==> config.mk <==
export PLATFORM = sky130hd
export DESIGN_NAME = icg_top
export DESIGN_NICKNAME = d
export VERILOG_FILES = /design/src/pkg/icg_pkg.sv /design/src/rtl/icg_gate.sv /design/src/rtl/icg_top.sv
export SDC_FILE = /design/constraint.sdc
export NUM_CORES = 1
export LEC_CHECK = 0
export BUFFER_PORTS_ARGS = -buffer_cell sky130_fd_sc_hd__buf_2
export CAP_MARGIN = 20
export CORE_ASPECT_RATIO = 2
export CORE_MARGIN = 10
export CORE_UTILIZATION = 44
export DETAILED_ROUTE_END_ITERATION = 16
export PLACE_DENSITY = 0.77
export SKIP_CTS_REPAIR_TIMING = 1
export SKIP_LAST_GASP = 1
export SLEW_MARGIN = 40
export SYNTH_ARGS = -nofsm -noshare
export SYNTH_HDL_FRONTEND = slang
export SYNTH_SLANG_ARGS = --single-unit
==> constraint.sdc <==
create_clock -name clk -period 2.38 [get_ports clk]
set_input_delay 0.238 -clock clk [delete_from_list [all_inputs] [get_ports clk]]
set_output_delay 0.238 -clock clk [all_outputs]
set_load 0.05 [all_outputs]
==> src/pkg/icg_pkg.sv <==
package icg_pkg;
   // clock rate of the controller
   localparam int unsigned CLK_MHZ = 200;
   // processor start delay after a wake event, in ns
   localparam int unsigned CPU_START_NS = 500;
   localparam int unsigned CPU_START_CYC = (CPU_START_NS * CLK_MHZ + 999) / 1000;
   // internal oscillator settle interval, in ns
   localparam int unsigned SETTLE_NS = 1000;
   localparam int unsigned SETTLE_CYC = (SETTLE_NS * CLK_MHZ + 999) / 1000;
   // primary oscillator start-up and pll lock, in cycles of clk (parameters of top)
   localparam int unsigned OST_CYC_DEF = 8192;
   localparam int unsigned PLL_LOCK_CYC_DEF = 8192;
   localparam int unsigned CNT_W = 16;
   // oscillator control field positions
   localparam int unsigned SCS_LSB = 0;
   localparam int unsigned IRCF_LSB = 4;
   localparam logic [2:0] IRCF_RST = 3'h3;
   // internal frequency codes at or above this value use the high-frequency source
   localparam logic [2:0] IRCF_HF_MIN = 3'h3;
   // configuration oscillator codes
   localparam logic [3:0] FOSC_CRYSTAL_MAX = 4'h5;
   localparam logic [3:0] FOSC_PLL = 4'h6;
   localparam logic [1:0] SCS_PRIMARY = 2'h0;
   localparam logic [1:0] SCS_SECONDARY = 2'h1;
   // interrupt vectors
   localparam logic [20:0] VEC_HIGH = 21'h000008;
   localparam logic [20:0] VEC_LOW = 21'h000018;
   localparam int unsigned PCG_REGS = 3;
   localparam int unsigned PCG_BITS = 8;
   typedef enum logic [3:0] {
      ST_RUN = 4'h1,
      ST_IDLE = 4'h2,
      ST_SLEEP = 4'h4,
      ST_WAKE = 4'h8
   } icg_state_t;
endpackage

==> src/rtl/icg_gate.sv <==
`timescale 1ns/1ps
`default_nettype none
// one peripheral: clock-off gates clock and registers, enable gates function
module icg_gate (
   input wire logic clk,
   input wire logic srst,
   input wire logic periph_clk_en,
   input wire logic module_enable_bit,
   input wire logic module_clock_off_bit,
   input wire logic wr_req,
   input wire logic rd_req,
   output logic clk_on,
   output logic func_on,
   output logic wr_ok,
   output logic rd_valid
);
   logic next_clk_on;
   logic next_func_on;
   logic next_wr_ok;
   logic next_rd_valid;

   always_comb begin
      next_clk_on = periph_clk_en & ~module_clock_off_bit;
      next_func_on = next_clk_on & module_enable_bit;
      next_wr_ok = wr_req & ~module_clock_off_bit;
      next_rd_valid = rd_req & ~module_clock_off_bit;
   end

   always_ff @(posedge clk) begin
      if (srst) begin
         clk_on <= 1'b0;
         func_on <= 1'b0;
         wr_ok <= 1'b0;
         rd_valid <= 1'b0;
      end else begin
         clk_on <= next_clk_on;
         func_on <= next_func_on;
         wr_ok <= next_wr_ok;
         rd_valid <= next_rd_valid;
      end
   end
endmodule
`default_nettype wire

==> src/rtl/icg_top.sv <==
`timescale 1ns/1ps
`default_nettype none
module icg_top #(
   parameter int unsigned OST_CYC = icg_pkg::OST_CYC_DEF,
   parameter int unsigned PLL_LOCK_CYC = icg_pkg::PLL_LOCK_CYC_DEF
) (
   input wire logic clk,
   input wire logic srst,
   input wire logic sleep_exec,
   input wire logic wake_event,
   input wire logic wake_is_irq,
   input wire logic irq_high_prio,
   input wire logic idle_on_sleep_enable,
   input wire logic [1:0] sys_clk_select_field,
   input wire logic [2:0] internal_freq_select,
   input wire logic low_freq_source_select,
   input wire logic [3:0] osc_config_select,
   input wire logic global_int_enable_high,
   input wire logic global_int_enable_low,
   input wire logic watchdog_enable,
   input wire logic failsafe_enable,
   input wire logic secondary_osc_ok,
   input wire logic [20:0] pc_current,
   input wire logic [4:0] stack_pointer_in,
   input wire logic [icg_pkg::PCG_REGS*icg_pkg::PCG_BITS-1:0] peripheral_clock_gate,
   input wire logic [icg_pkg::PCG_REGS*icg_pkg::PCG_BITS-1:0] module_enable_bit,
   input wire logic [icg_pkg::PCG_REGS*icg_pkg::PCG_BITS-1:0] periph_wr_req,
   input wire logic [icg_pkg::PCG_REGS*icg_pkg::PCG_BITS-1:0] periph_rd_req,
   output logic cpu_clk_en,
   output logic periph_clk_en,
   output logic primary_osc_en,
   output logic internal_osc_en,
   output logic primary_osc_timer_done,
   output logic high_freq_internal_stable,
   output logic mid_freq_internal_stable,
   output logic secondary_osc_running,
   output logic internal_osc_idle,
   output logic vector_load,
   output logic [20:0] vector_addr,
   output logic stack_push,
   output logic [20:0] top_of_stack,
   output logic [4:0] stack_pointer_out,
   output logic [icg_pkg::PCG_REGS*icg_pkg::PCG_BITS-1:0] periph_clk_on,
   output logic [icg_pkg::PCG_REGS*icg_pkg::PCG_BITS-1:0] periph_func_on,
   output logic [icg_pkg::PCG_REGS*icg_pkg::PCG_BITS-1:0] periph_wr_ok,
   output logic [icg_pkg::PCG_REGS*icg_pkg::PCG_BITS-1:0] periph_rd_valid
);
   localparam int unsigned NMOD = icg_pkg::PCG_REGS * icg_pkg::PCG_BITS;
   localparam logic [icg_pkg::CNT_W-1:0] CSD_N = icg_pkg::CNT_W'(icg_pkg::CPU_START_CYC);
   localparam logic [icg_pkg::CNT_W-1:0] SET_N = icg_pkg::CNT_W'(icg_pkg::SETTLE_CYC);

   // ****************************************
   // source selection
   // ****************************************
   logic on_internal;
   logic on_secondary;
   logic crystal;
   logic pll_mode;
   logic int_req;
   logic hf_sel;
   always_comb begin
      // lower select bit is deliberately not looked at here
      on_internal = sys_clk_select_field[1];
      on_secondary = sys_clk_select_field == icg_pkg::SCS_SECONDARY;
      pll_mode = osc_config_select == icg_pkg::FOSC_PLL;
      // pll mode still runs a crystal, so it needs the start-up timer as well
      crystal = osc_config_select <= icg_pkg::FOSC_CRYSTAL_MAX || pll_mode;
      int_req = (internal_freq_select != 3'h0) | low_freq_source_select;
      hf_sel = internal_freq_select >= icg_pkg::IRCF_HF_MIN;
   end

   // ****************************************
   // power state machine
   // ****************************************
   icg_pkg::icg_state_t state;
   icg_pkg::icg_state_t next_state;
   logic [icg_pkg::CNT_W-1:0] csd_cnt;
   logic [icg_pkg::CNT_W-1:0] next_csd_cnt;
   logic [icg_pkg::CNT_W-1:0] ost_cnt;
   logic [icg_pkg::CNT_W-1:0] next_ost_cnt;
   logic from_sleep;
   logic next_from_sleep;
   logic next_cpu_clk_en;
   logic next_periph_clk_en;
   logic next_primary_osc_en;
   logic next_internal_osc_idle;
   logic next_ost_done;
   logic ost_busy;

   always_comb begin
      next_state = state;
      next_csd_cnt = csd_cnt;
      next_ost_cnt = ost_cnt;
      next_from_sleep = from_sleep;
      next_ost_done = primary_osc_timer_done;
      next_primary_osc_en = primary_osc_en;
      ost_busy = ost_cnt != '0;
      unique case (state)
         icg_pkg::ST_RUN: begin
            if (sleep_exec) begin
               next_state = idle_on_sleep_enable ? icg_pkg::ST_IDLE : icg_pkg::ST_SLEEP;
               next_from_sleep = !idle_on_sleep_enable;
            end
         end
         icg_pkg::ST_IDLE, icg_pkg::ST_SLEEP: begin
            if (wake_event) begin
               next_state = icg_pkg::ST_WAKE;
               next_csd_cnt = CSD_N;
               if (from_sleep && !on_internal && !on_secondary && crystal) begin
                  // start-up timer runs beside the processor start delay
                  next_ost_cnt = pll_mode ? icg_pkg::CNT_W'(OST_CYC + PLL_LOCK_CYC)
                                          : icg_pkg::CNT_W'(OST_CYC);
                  next_ost_done = 1'b0;
               end
            end
         end
         icg_pkg::ST_WAKE: begin
            if (csd_cnt != '0) begin
               next_csd_cnt = csd_cnt - 1'b1;
            end
            if (ost_busy) begin
               next_ost_cnt = ost_cnt - 1'b1;
               next_ost_done = ost_cnt == icg_pkg::CNT_W'(1);
            end
            // idle enable and select inputs are never written back
            if (csd_cnt <= icg_pkg::CNT_W'(1) && ost_cnt <= icg_pkg::CNT_W'(1)) begin
               next_state = icg_pkg::ST_RUN;
            end
         end
         default: next_state = icg_pkg::ST_RUN;
      endcase
      // primary stops in sleep and whenever running from the internal mux
      next_primary_osc_en = !on_internal && !on_secondary &&
                            next_state != icg_pkg::ST_SLEEP;
      if (on_internal) begin
         next_ost_done = 1'b0;
      end else if (!crystal && !ost_busy && next_primary_osc_en) begin
         next_ost_done = 1'b1;
      end
      next_cpu_clk_en = next_state == icg_pkg::ST_RUN;
      next_periph_clk_en = next_state != icg_pkg::ST_SLEEP;
      next_internal_osc_idle = next_state == icg_pkg::ST_IDLE && on_internal;
   end

   always_ff @(posedge clk) begin
      if (srst) begin
         state <= icg_pkg::ST_RUN;
         csd_cnt <= '0;
         ost_cnt <= '0;
         from_sleep <= 1'b0;
         cpu_clk_en <= 1'b1;
         periph_clk_en <= 1'b1;
         primary_osc_en <= 1'b1;
         primary_osc_timer_done <= 1'b0;
         internal_osc_idle <= 1'b0;
      end else begin
         state <= next_state;
         csd_cnt <= next_csd_cnt;
         ost_cnt <= next_ost_cnt;
         from_sleep <= next_from_sleep;
         cpu_clk_en <= next_cpu_clk_en;
         periph_clk_en <= next_periph_clk_en;
         primary_osc_en <= next_primary_osc_en;
         primary_osc_timer_done <= next_ost_done;
         internal_osc_idle <= next_internal_osc_idle;
      end
   end

   // ****************************************
   // internal oscillator and stable flags
   // ****************************************
   logic [icg_pkg::CNT_W-1:0] set_cnt;
   logic [icg_pkg::CNT_W-1:0] next_set_cnt;
   logic stable;
   logic next_stable;
   logic next_int_en;
   logic next_hf_st;
   logic next_mf_st;
   logic next_secondary_oscillator_run;
   logic int_needed;

   always_comb begin
      int_needed = on_internal && next_state != icg_pkg::ST_SLEEP;
      // watchdog and fail-safe monitor keep it alive even with selects clear
      next_int_en = (int_req && int_needed) || watchdog_enable || failsafe_enable;
      next_set_cnt = set_cnt;
      next_stable = stable;
      if (!next_int_en) begin
         next_stable = 1'b0;
         next_set_cnt = '0;
      end else if (!internal_osc_en) begin
         next_set_cnt = SET_N;
         next_stable = 1'b0;
      end else if (set_cnt != '0) begin
         next_set_cnt = set_cnt - 1'b1;
         next_stable = set_cnt == icg_pkg::CNT_W'(1);
      end
      // a stable flag clears on sleep entry unless the watchdog or fail-safe monitor keeps the oscillator on
      next_hf_st = next_stable && int_req && hf_sel;
      next_mf_st = next_stable && int_req && !hf_sel && internal_freq_select != 3'h0;
      next_secondary_oscillator_run = on_secondary && secondary_osc_ok;
   end

   always_ff @(posedge clk) begin
      if (srst) begin
         set_cnt <= '0;
         stable <= 1'b0;
         internal_osc_en <= 1'b0;
         high_freq_internal_stable <= 1'b0;
         mid_freq_internal_stable <= 1'b0;
         secondary_osc_running <= 1'b0;
      end else begin
         set_cnt <= next_set_cnt;
         stable <= next_stable;
         internal_osc_en <= next_int_en;
         high_freq_internal_stable <= next_hf_st;
         mid_freq_internal_stable <= next_mf_st;
         secondary_osc_running <= next_secondary_oscillator_run;
      end
   end

   // ****************************************
   // interrupt wake: vector and stack
   // ****************************************
   logic next_vec_load;
   logic [20:0] next_vec_addr;
   logic [20:0] next_tos;
   logic [4:0] next_sp;
   logic irq_wake;

   always_comb begin
      irq_wake = wake_event && wake_is_irq &&
                 (state == icg_pkg::ST_IDLE || state == icg_pkg::ST_SLEEP) &&
                 (global_int_enable_high || global_int_enable_low);
      next_vec_load = irq_wake;
      next_vec_addr = vector_addr;
      next_tos = top_of_stack;
      next_sp = stack_pointer_out;
      if (irq_wake) begin
         next_vec_addr = irq_high_prio ? icg_pkg::VEC_HIGH : icg_pkg::VEC_LOW;
         next_tos = pc_current;
         next_sp = stack_pointer_in + 5'h1;
      end
   end

   always_ff @(posedge clk) begin
      if (srst) begin
         vector_load <= 1'b0;
         stack_push <= 1'b0;
         vector_addr <= '0;
         top_of_stack <= '0;
         stack_pointer_out <= '0;
      end else begin
         vector_load <= next_vec_load;
         stack_push <= next_vec_load;
         vector_addr <= next_vec_addr;
         top_of_stack <= next_tos;
         stack_pointer_out <= next_sp;
      end
   end

   // ****************************************
   // peripheral module gating
   // ****************************************
   genvar gi;
   generate
      for (gi = 0; gi < NMOD; gi++) begin : g_mod
         icg_gate icg_gate_i (
            .clk(clk),
            .srst(srst),
            .periph_clk_en(next_periph_clk_en),
            .module_enable_bit(module_enable_bit[gi]),
            .module_clock_off_bit(peripheral_clock_gate[gi]),
            .wr_req(periph_wr_req[gi]),
            .rd_req(periph_rd_req[gi]),
            .clk_on(periph_clk_on[gi]),
            .func_on(periph_func_on[gi]),
            .wr_ok(periph_wr_ok[gi]),
            .rd_valid(periph_rd_valid[gi])
         );
      end
   endgenerate
endmodule
`default_nettype wire

# After elaboration in Yosys (flattened, before gate mapping)
# Cells that the tools add are included.
[totals]
reg_bits = 207
inputBits = 144
[op_classes]
n_reduce_logical = 44
add_sub_neg = 4
n_eq_ne = 19
bitwise = 123
n_lt_le_gt_ge = 4
muxes = 24
[op_table]
columns = ["cell", "count"]
rows = [
  ["$and 1x1->1", 96],
  ["$mux 16", 5],
  ["$pmux 16 s2", 2],
  ["$reduce_bool 16->1", 3],
  ["$sub 16x1->16 const B", 3],
  ["$eq 16x1->1 const B", 2],
  ["$le 16x1->1 const B", 2],
  ["$not 1->1", 26],
  ["$logic_and 1x1->1", 19],
  ["$mux 8", 2],
  ["$mux 15", 1],
  ["$mux 4", 3],
  ["$pmux 4 s3", 1],
  ["$ne 3x3->1 const B", 3],
  ["$eq 4x1->1 const B", 2],
  ["$eq 4x2->1 const B", 2],
  ["$eq 4x3->1 const B", 2],
  ["$ne 2x2->1 const B", 4],
  ["$reduce_and 4->1", 2],
  ["$mux 1", 7],
  ["$logic_not 1->1", 6],
  ["$reduce_bool 3->1", 2],
  ["$reduce_or 2->1", 3],
  ["$add 5x1->5 const B", 1],
  ["other kinds (15)", 19],
]

# Longest topological paths before layout
# Gate-level depths: netlist (run 1).
[depth]
depth_word = 13
mapped_depth = 9
mapped_depth_nobuf = 7

# Hierarchy
# Synthesis (run 1) repeated with hierarchy kept, for this count alone.
[unflattened]
cells_unflattened = 696
hier_area_um2 = 6999.2
[modules_own_cells]
columns = ["mod", "instances", "cells_per_inst", "area_per_inst_um2", "seq_area_each_um2"]
rows = [
  ["icg_top", 1, 504, 4236.6, 1841.8],
  ["icg_gate", 24, 8, 115.1, 80.1],
]

# Least setup slack after synthesis (run 1)
# OpenSTA, ideal clock, no wires.
[synth_timing]
kind = "reg-to-reg"
startpoint = "register set_cnt[0] in the netlist's numbering"
endpoint = "register set_cnt[5] in the netlist's numbering"
t_arrival_ps = 2298
path_stages_with_launch = 10
n_path_buf = 2
path_slack_ps = -46
path_cell_list = "dfxtp_1 -> inv_1 -> ha_1 -> or3b_2 -> clkbuf_1 -> or4b_2 -> clkbuf_1 -> nand3b_1 -> xor2_1 -> nor2_1"
[synth_between]
elab_chain_cells = 1
word_cells_on_any_way = 2
[synth_rtl]
columns = ["item", "line", "source"]
rows = [
  ["start, declared", "icg_top.sv:172", "logic [icg_pkg::CNT_W-1:0] set_cnt;"],
  ["start signal, assigned", "icg_top.sv:213", "set_cnt <= next_set_cnt;"],
  ["$sub 16x1->16 or $reduce_bool 16->1 (tied branches)", "icg_top.sv:195, icg_top.sv:194", ""],
]
# Several ways; a longest one is shown, not always the timed one.
# A chain may end at the register's enable or synchronous reset.

# Final worst setup path (run 1)
[layout_timing]
startpoint = "register csd_cnt[7] in the netlist's numbering"
endpoint = "register csd_cnt[14] in the netlist's numbering"
[layout_between]
elab_chain_cells = 3
word_cells_on_any_way = 6
[layout_rtl]
columns = ["item", "line", "source"]
rows = [
  ["start, declared", "icg_top.sv:77", "logic [icg_pkg::CNT_W-1:0] csd_cnt;"],
  ["start signal, assigned", "icg_top.sv:158", "csd_cnt <= next_csd_cnt;"],
  ["$sub 16x1->16 or $reduce_bool 16->1 (tied branches)", "icg_top.sv:119, icg_top.sv:118", ""],
  ["$mux 16 or $ne 2x2->1 (tied branches)", "n/a", ""],
  ["$pmux 16 s2 or $reduce_and 3->1 (tied branches)", "n/a", ""],
]
# Several ways; a longest one is shown, not always the timed one. The select of a mux whose other input is x is not followed.

==> qor.yml, run 1 <==
run_status:
  status: "complete, but fails checks"
  violations: "negative hold slack, negative setup slack"
placed_design:
  place_congestion: 0.8835
  placed_cells_incl_taps: 1227
  hpwl_um: 16660
  placed_cell_area_um2: 8665
  io_buffers: 278
timing:
  setup_viol: 1
  worst_slew_margin_rel_pct: 64.58
  period_minus_slack_ns: 2.397
  fin_crit_sh_pct: 100.7
  worst_slack_ns: -0.01749
  worstMarginPinSlew_ns: 0.5264
  rsz0062_at_grt: "true"
  fmax_mhz: 417.1
  slew_violations: 0
  setup_tns_ns: -0.01749
  holdWs_ns: -0.006822
  finalHoldViolCount: 5
  finalClockSkew_ns: 0.006941
job:
  maxCapViolations: 0
route:
  num_vias: 6555
  dr.pass1.iters: 5
  dr.first_iter.drc_count: 348
  wl_um: 22240
  viasPerCell: 5.031
  drc: 0
  wl_per_cell_um: 17.07
  ant_nets: 0
power:
  p_per_area_nw_per_um2: 755.0
  vdd.ir_drop.worst_mv: 0.4478
  power_leakage_nw: 4.587
grt:
  antenna_found_initial: 1
  grtUsageTotal_pct: 17.38
  grt_pass1_vias: 6401
  grt_pass1_wl_um: 33020
  overflow: 0
  grt_max_degree: 35
clock_tree:
  clkSinkCount: 188
  clk_latency_ns: 0.44
  cts_tree: "built"
  root_buffer: "clkbuf_16"
  htreeDepth: 4
  cts.path.max_buffers: 2
  cts.reportedPaths.clkPinSlew_ns: 0.08
  cts_made_buffers: 17
final_layout:
  drive_above_1_share_pct: 34.03
  nNetsFinal: 1233
  num_antenna_cells: 0
  finalInstanceArea_um2: 9698
  n_fill_cell: 1551
  final_cells: 1303
  area_delta_synth_final_pct: 25.81
critical_path:
  crit_path_start_kind: "flip-flop"
  crit_fanout: 6
  critPathArrivalTime_ns: 2.77
  worstPathRequired_ns: 2.76
  ff2ff_setup_slack_ns: -0.02
  endpoint_kind: "flip-flop"
  path_class: "flip-flop to flip-flop"
die:
  die-area_um2: 23540
  rows: 68
  die_w_um: 113.6
  die_h_um: 207.2
  start_util_pct: 44.63
  fp.coreArea_um2: 17270
  io_pins: 298
synthesis:
  synth-seq-cells: 188
  synth-main-ff-cell: "dfxtp_1"
  syn_avg_cell_area_um2: 9.144
  ys_types: 54
  ys_seq_area_share_pct: 48.82
  yosysWarnings: 0
  netlist_area_um2: 7709
  netlist_instances: 843
  synth_edf_count: 0
  synth-async-reset-ratio_pct: 0
worst_hold_path:
  hold_class: "input pin to flip-flop"
final timing paths:
path / start / cells past startpoint / to
worst max-delay path: csd_cnt[7] / 5 / csd_cnt[14]
worst min-delay path: periph_wr_req[14] / 2 / g_mod[14].icg_gate_i.wr_ok
worst max register to register: csd_cnt[7] / 5 / csd_cnt[14]
worst min register to register: top_of_stack[6] / 2 / top_of_stack[6]
flip-flops by register name (all words and copies together) (netlist names), 2 cells and up:
register and flops:
g_mod.icg_gate_i.clk_on 24, g_mod.icg_gate_i.func_on 24, g_mod.icg_gate_i.rd_valid 24, g_mod.icg_gate_i.wr_ok 24, top_of_stack 21, csd_cnt 16, ost_cnt 16, set_cnt 16
stack_pointer_out 5, state 4, vector_addr 2
cell usage after synthesis (12+ instances only):
library cell / count / share of area, %
clkbuf_1: 36 / 1.8
or4_1: 20 / 1.9
o31ai_1: 21 / 2.0
nor3_1: 36 / 2.3
nand2_1: 69 / 3.4
a21oi_1: 59 / 3.8
xor2_1: 13 / 1.5
o21ai_0: 12 / 0.78
and2_1: 49 / 4.0
nor2_1: 59 / 2.9
or3_1: 24 / 1.9
and3_1: 26 / 2.1
buf_4: 116 / 11
inv_1: 12 / 0.58
dfxtp_1: 188 / 49
critical path, cell delays in order (launching register included):
cell	delay, ns
dfxtp_2	0.32
or4_4	0.54
or4_4	0.54
clkbuf_2	0.17
or4_2	0.60
a21oi_1	0.15
logic make-up (layout without fill, tap and decap cells):
logic type	after synthesis	count (layout)	synth area share, %
AOI/OAI and AO/OA	122	122	9.787
xor gates and xnor gates	17	17	1.931
adders and majority gates	9	9	1.461
buffers and inverters	166	398	13.89
DFF	188	188	48.82
muxes	1	1	0.1299
other	1	19	0.04865
and+or+nand+nor	339	339	23.92
stage by stage:
stage               utilization, %  power, mW  setup WS [ns]
finish                       56.15      7.322       -0.01749
global route                 56.15      7.587       -0.06806
CTS                          53.49      7.310        0.01117
detailed placement           50.17      4.531        0.02946
global placement             50.17      4.514        0.07328
floorplan                        -      4.289      0.0005720
layout make-up:
| class | instances | area, um^2 | area share, % |
|---|---|---|---|
| Clock buffer | 17 | 425.4 | 4.387 |
| Clock inverter | 15 | 148.9 | 1.535 |
| Inverter | 12 | 45.04 | 0.4645 |
| Multi-Input combinational cell | 507 | 2979 | 30.72 |
| Sequential cell | 188 | 3765 | 38.82 |
| Tap cell | 210 | 262.8 | 2.709 |
| Timing Repair Buffer | 354 | 2072 | 21.37 |
cell usage in the layout, fill, tap and decap left out, types with 13 or more instances in the layout:
master           n
nand2_1         69
and2_1          49
buf_2          277
o31ai_1         21
or4_1           19
dfxtp_1        187
dlygate4sd3_1   39
nor2_1          57
or3_1           23
xor2_1          13
clkbuf_16       17
buf_4           36
a21oi_1         59
nor3_1          36
conb_1          19
and3_1          26
report_power, final:
group	switching, mW	total [mW]	leakage, nW	internal (mW)
registers	0.0585	3.32	1.54	3.26
logic	0.791	1.22	2.77	0.427
clock network	1.38	2.78	0.277	1.40
layer usage:
layer / vias to the layer above / global-route usage [%] / routed length (um)
li1: 3241 / - / -
met1: 3048 / 17.51 / 7886
met2: 225 / 31.31 / 12140
met3: 39 / 5.961 / 1721
met4: 2 / 6.930 / 487
met5: - / 0 / 7
(Power assumes the default switching activity.)
==> inputs of run 2 (changes only) <==
Settings changed: CORE_ASPECT_RATIO 2 to not set, CTS_CLUSTER_DIAMETER set to 100, PLACE_DENSITY 0.77 to 0.76.
==> run 2 against run 1 <==
Effect of this change:
- the flow finishes with violations (negative hold slack)
- sequential cell count stayed put
- register-to-register slack improved by 0.03 ns
- worst setup slack better by 0.035 ns
- sequential share of layout area down 0.062 points
- clock power up 3%
- non-clock buffer count decreased by 8
==> qor.yml, run 2 (synthesis gave the netlist of run 1 again) <==
final_layout:
  postLayoutCoreUtil_pct: 56.37  # +0.22 points
  area_delta_synth_final_pct: 26.05
  finalInstanceArea_um2: 9717  # +0.19%
  drive_above_1_share_pct: 34.10  # +0.067 points
  nNetsFinal: 1225  # -0.65%
  final_cell_mix: "buf_2 (277), dfxtp_1 (186), nand2_1 (69)"
  final_cells: 1314  # +0.84%
  layout_commonest_cell: "buf_2"
placed_design:
  hpwl_um: 16590  # -0.43%
  io_buffers: 278  # unchanged
  placed_cells_incl_taps: 1237  # +0.81%
  placed_cell_area_um2: 8631  # -0.39%
  place_congestion: 0.8418  # -4.7%
critical_path:
  critPathMaxStageDelay_ns: 0.55  # -0.05 ns
  worstPathRequired_ns: 2.74  # -0.02 ns
  crit_buf_inv: 0  # -1
  crit_top_cell: "or4_4"
  critPathArrivalTime_ns: 2.73  # -0.04 ns
  crit_path_start_kind: "flip-flop"
  crit_family: "simple AND/OR/NAND/NOR gates"
  path_class: "flip-flop to flip-flop"
  crit_fanout: 7  # +1
  worstPathCellList: "or4_4 > or4_4 > or3_4 > or4_4 > a21oi_2"
  crit_slowest_cell: "or4_4"
  endpoint_kind: "flip-flop"
route:
  dr.first_iter.drc_count: 554  # +59%
  viasPerCell: 5.008  # -0.46%
  wl_per_cell_um: 16.79  # -1.6%
  ant_nets: 0  # unchanged
  dr.pass1.iters: 7  # +2
  wl_um: 22070  # -0.79%
  drc: 0  # unchanged
  num_vias: 6580  # +0.38%
timing:
  slew_violations: 0  # unchanged
  setup_viol: 0  # -1
  fmax_mhz: 423.2  # +1.5%
  worstMarginPinSlew_ns: 0.6194  # +0.09297 ns
  finalClockSkew_ns: 0.01626  # +0.009316 ns
  finalHoldViolCount: 3  # -2
  rsz0062_at_grt: "true"
  worst_slew_margin_rel_pct: 58.71  # -5.9 points
  holdWs_ns: -0.004188  # +0.002634 ns
  period_minus_slack_ns: 2.363  # -0.03453 ns
  fin_crit_sh_pct: 99.28  # -1.5 points
run_status:
  status: "complete, but fails checks"
  violations: "negative hold slack"
worst_hold_path:
  hold_class: "input pin to flip-flop"
clock_tree:
  cts.reportedPaths.clkPinSlew_ns: 0.08  # about the same
  clkSinkCount: 188  # unchanged
  cts_made_buffers: 17  # unchanged
  root_buffer: "clkbuf_16"
  cts.path.max_buffers: 2  # unchanged
  cts_tree: "built"
  clk_latency_ns: 0.44  # about the same
  htreeDepth: 4  # unchanged
die:
  die_w_um: 152.4  # +34%
  rows: 48  # -29%
  die-area_um2: 23210  # -1.4%
  fp.coreArea_um2: 17240  # -0.20%
  die_h_um: 152.4  # -26%
  io_pins: 298  # unchanged
  start_util_pct: 44.72  # +0.091 points
grt:
  antenna_found_initial: 3  # +2
  grt_pass1_vias: 6326  # -1.2%
  grt_pass1_wl_um: 33650  # +1.9%
  grtUsageTotal_pct: 17.55  # +0.17 points
  overflow: 0  # unchanged
  grt_max_degree: 59  # +69%
power:
  total_power_mw: 7.390  # +0.93%
  p_per_area_nw_per_um2: 760.5  # +0.74%
  power_leakage_nw: 4.560  # -0.59%
  vdd.ir_drop.worst_mv: 0.5161  # +15%
job:
  maxCapViolations: 0  # unchanged
[run 2: changes by cell type in the layout (fill, tap and decap cells not counted), sizes merged]
cell      before  now
clkinv         4    9
clkinvlp       2    0
clkbuf        18   17
inv           21   18
diode          0    4
buf          314  307
[run 2: final timing paths]
path / start / end / slack [ns] / cells after the start
max reg2reg: csd_cnt[7] / csd_cnt[15] / 0.02 / 5
max: csd_cnt[7] / csd_cnt[15] / 0.02 / 5
min: periph_wr_req[16] / g_mod[16].icg_gate_i.wr_ok / -0.004 / 2
min reg2reg: top_of_stack[11] / top_of_stack[11] / 0.45 / 2
[run 2: report_power, final]
part | leakage [nW] | internal [mW] | total [mW] | switching [mW]
clock | 0.297 | 1.43 | 2.87 | 1.43
sequential | 1.54 | 3.26 | 3.32 | 0.0594
combinational | 2.73 | 0.420 | 1.20 | 0.780
[run 2: routing by layer]
| metal | track usage, % | vias up | routed length, um |
|---|---|---|---|
| li1 | - | 3241 | - |
| met4 | 4.493 | 0 | 286 |
| met2 | 29.93 | 267 | 10880 |
| met3 | 6.266 | 23 | 1716 |
| met5 | 0 | - | 0 |
| met1 | 20.43 | 3049 | 9181 |
[run 2: area by class of cell]
| class | count | area [um^2] |
|---|---|---|
| clock buffers | 17 | 425.4 |
| repair buffers | 346 | 2002 |
| clock inverters | 15 | 190.2 |
| inverters | 12 | 45.04 |
| fillers | 1494 | 7520 |
| flip-flops and latches | 188 | 3766 |
| well taps | 225 | 281.5 |
| multi-input cells | 507 | 2997 |
| diodes | 4 | 10.01 |
[run 2: metrics by stage]
step                      setup WS (ns)  setup TNS [ns]
after floorplan               0.0005720               0
after global placement          0.05461               0
after detailed placement        0.02659               0
after CTS                       0.02772               0
after global routing           -0.03007        -0.04884
final                           0.01704               0
==> inputs of run 3 (changes only) <==
--- a/config.mk
+++ b/config.mk
@@ -16,3 +16,3 @@
 export SKIP_LAST_GASP = 1
-export SLEW_MARGIN = 40
+export SLEW_MARGIN = 20
 export SYNTH_ARGS = -nofsm -noshare
==> constraint.sdc (replaced) <==
create_clock -name clk -period 2.38 [get_ports clk]
set_input_delay 0.119 -clock clk [delete_from_list [all_inputs] [get_ports clk]]
set_output_delay 0.119 -clock clk [all_outputs]
set_load 0.05 [all_outputs]
==> run 3 against run 2 <==
Effect of this change:
- the flow finishes with violations (negative hold slack, negative setup slack)
- routed wire length is 14% higher
- maximum frequency decreased by 1.4%
- worst setup slack worse by 0.033 ns
- cell area rose by 9.0%
- non-clock buffer count grew 86
- global-route usage decreased by 0.31 points
- die area is the same
- sequential cell count unchanged
- combinational power increased by 11%
- register-to-register slack got worse by 0.03 ns
- critical path depth did not move
- largest cell class unchanged
==> qor.yml, run 3 (synthesis gave the netlist of run 1 again) <==
run_status:
  violations: "negative hold slack, negative setup slack"
  status: "complete, but fails checks"
final_layout:
  register_area_um2: 3765  # about the same
  area_delta_synth_final_pct: 37.45
  finalInstanceArea_um2: 10600  # +9.0%
  n_fill_cell: 1383  # -7.4%
  multi_input_area_um2: 2988  # -0.29%
  nNetsFinal: 1311  # +7.0%
  final_cell_mix: "buf_2 (277), dfxtp_1 (187), dlygate4sd3_1 (125)"
  final_cells: 1400  # +6.5%
  drive_above_1_share_pct: 31.34  # -2.8 points
  layout_commonest_cell: "buf_2"
route:
  viasPerCell: 5.111  # +2.1%
  wl_um: 25120  # +14%
  num_vias: 7155  # +8.7%
  ant_nets: 0  # unchanged
  drc: 0  # unchanged
  dr.pass1.iters: 5  # -2
  wl_per_cell_um: 17.95  # +6.9%
  dr.first_iter.drc_count: 452  # -18%
timing:
  setup_tns_ns: -0.01636  # -0.01636 ns
  setup_viol: 1  # +1
  rsz0062_at_grt: "true"
  period_minus_slack_ns: 2.396  # +0.03341 ns
  worst_slack_ns: -0.01636  # -0.03341 ns
  finalHoldViolCount: 1  # -2
  worstMarginPinSlew_ns: 0.5220  # -0.09744 ns
  fin_crit_sh_pct: 100.7  # +1.4 points
  holdWs_ns: -0.02492  # -0.02073 ns
  slew_violations: 0  # unchanged
  fmax_mhz: 417.3  # -1.4%
  finalClockSkew_ns: 0.01946  # +0.003206 ns
  worst_slew_margin_rel_pct: 65.20  # +6.5 points
grt:
  grt_pass1_vias: 6110  # -3.4%
  grtUsageTotal_pct: 17.23  # -0.31 points
  grt_max_degree: 49  # -17%
  grt_pass1_wl_um: 32730  # -2.7%
  antenna_found_initial: 3  # unchanged
  overflow: 0  # unchanged
placed_design:
  io_buffers: 278  # unchanged
  placed_cells_incl_taps: 1237  # unchanged
  pre_cts_slack_ns: 0.05850  # +0.03191 ns
  place_congestion: 0.8054  # -4.3%
  placed_cell_area_um2: 8643  # +0.14%
  hpwl_um: 16410  # -1.1%
critical_path:
  worstPathCellList: "or4_4 > or4_4 > or3_4 > or4_4 > a21oi_2"
  critPathArrivalTime_ns: 2.77  # +0.04 ns
  reg2reg_from: "csd_cnt[7]"
  setup.worst_path.start: "csd_cnt[7]"
  endpoint_kind: "flip-flop"
  critPathMaxStageDelay_ns: 0.55  # about the same
  crit_fanout: 8  # +1
  path_class: "flip-flop to flip-flop"
  worstPathRequired_ns: 2.75  # about the same
  crit_slowest_cell: "or4_4"
  crit_path_start_kind: "flip-flop"
  crit_top_cell: "or4_4"
die:
  start_util_pct: 44.72  # unchanged
  die_h_um: 152.4  # unchanged
  fp.coreArea_um2: 17240  # unchanged
  die-area_um2: 23210  # unchanged
  rows: 48  # unchanged
  io_pins: 298  # unchanged
  die_w_um: 152.4  # unchanged
clock_tree:
  cts_tree: "built"
  clkSinkCount: 188  # unchanged
  cts.reportedPaths.clkPinSlew_ns: 0.08  # about the same
  clk_latency_ns: 0.43  # about the same
  cts.path.max_buffers: 2  # unchanged
  cts_made_buffers: 17  # unchanged
  htreeDepth: 4  # unchanged
  root_buffer: "clkbuf_16"
worst_hold_path:
  min_from: "idle_on_sleep_enable"
  hold_class: "input pin to flip-flop"
power:
  power_leakage_nw: 4.933  # +8.2%
  vdd.ir_drop.worst_mv: 0.5147  # -0.28%
  p_per_area_nw_per_um2: 717.3  # -5.7%
  total_power_mw: 7.600  # +2.8%
job:
  maxCapViolations: 0  # unchanged
run 3: final timing paths:
| check | depth (start not counted) | slack (ns) | endpoint |
|---|---|---|---|
| setup / recovery | 5 | -0.02 | csd_cnt[15] |
| hold / removal | 4 | -0.02 | from_sleep |
| setup reg to reg | 5 | -0.02 | csd_cnt[15] |
| hold reg to reg | 2 | 0.45 | top_of_stack[19] |
run 3: metrics by stage:
step           utilization (%)  hold WS [ns]
2_1_floorplan                -        0.1958
3_3_place_gp             50.15        0.2964
3_5_place_dp             50.15        0.2987
4_1_cts                  53.78       -0.1759
5_1_grt                  61.45       0.01101
6_report                 61.47      -0.02492
run 3: worst max-delay path, delay by kind of cell, from the launching register on:
kind / cells / cell delay [ns]
simple gates: 4 / 1.87
compound gates: 1 / 0.13
flops: 1 / 0.34
run 3: area by class of cell:
type,instances,share of cell area (%)
timing repair buffer,432,27.17
sequential,188,35.53
inverter,12,0.4251
tap,225,2.657
clock buffer,18,4.145
antenna,4,0.09447
clock inverter,14,1.771
multi-input combinational,507,28.20
run 3: power breakdown:
| group | switching, mW | internal [mW] |
|---|---|---|
| clock network | 1.47 | 1.47 |
| registers | 0.0654 | 3.26 |
| logic | 0.825 | 0.508 |
| total | 2.36 | 5.24 |
run 3: routing by layer:
layer  up-vias  share of wire [%]  track usage, %
met5         -                  0               0
met4         0                2.2           4.081
met3        43                8.3           7.592
met2       343                 50           28.92
met1      3347                 39           19.71
li1       3422                  -               -
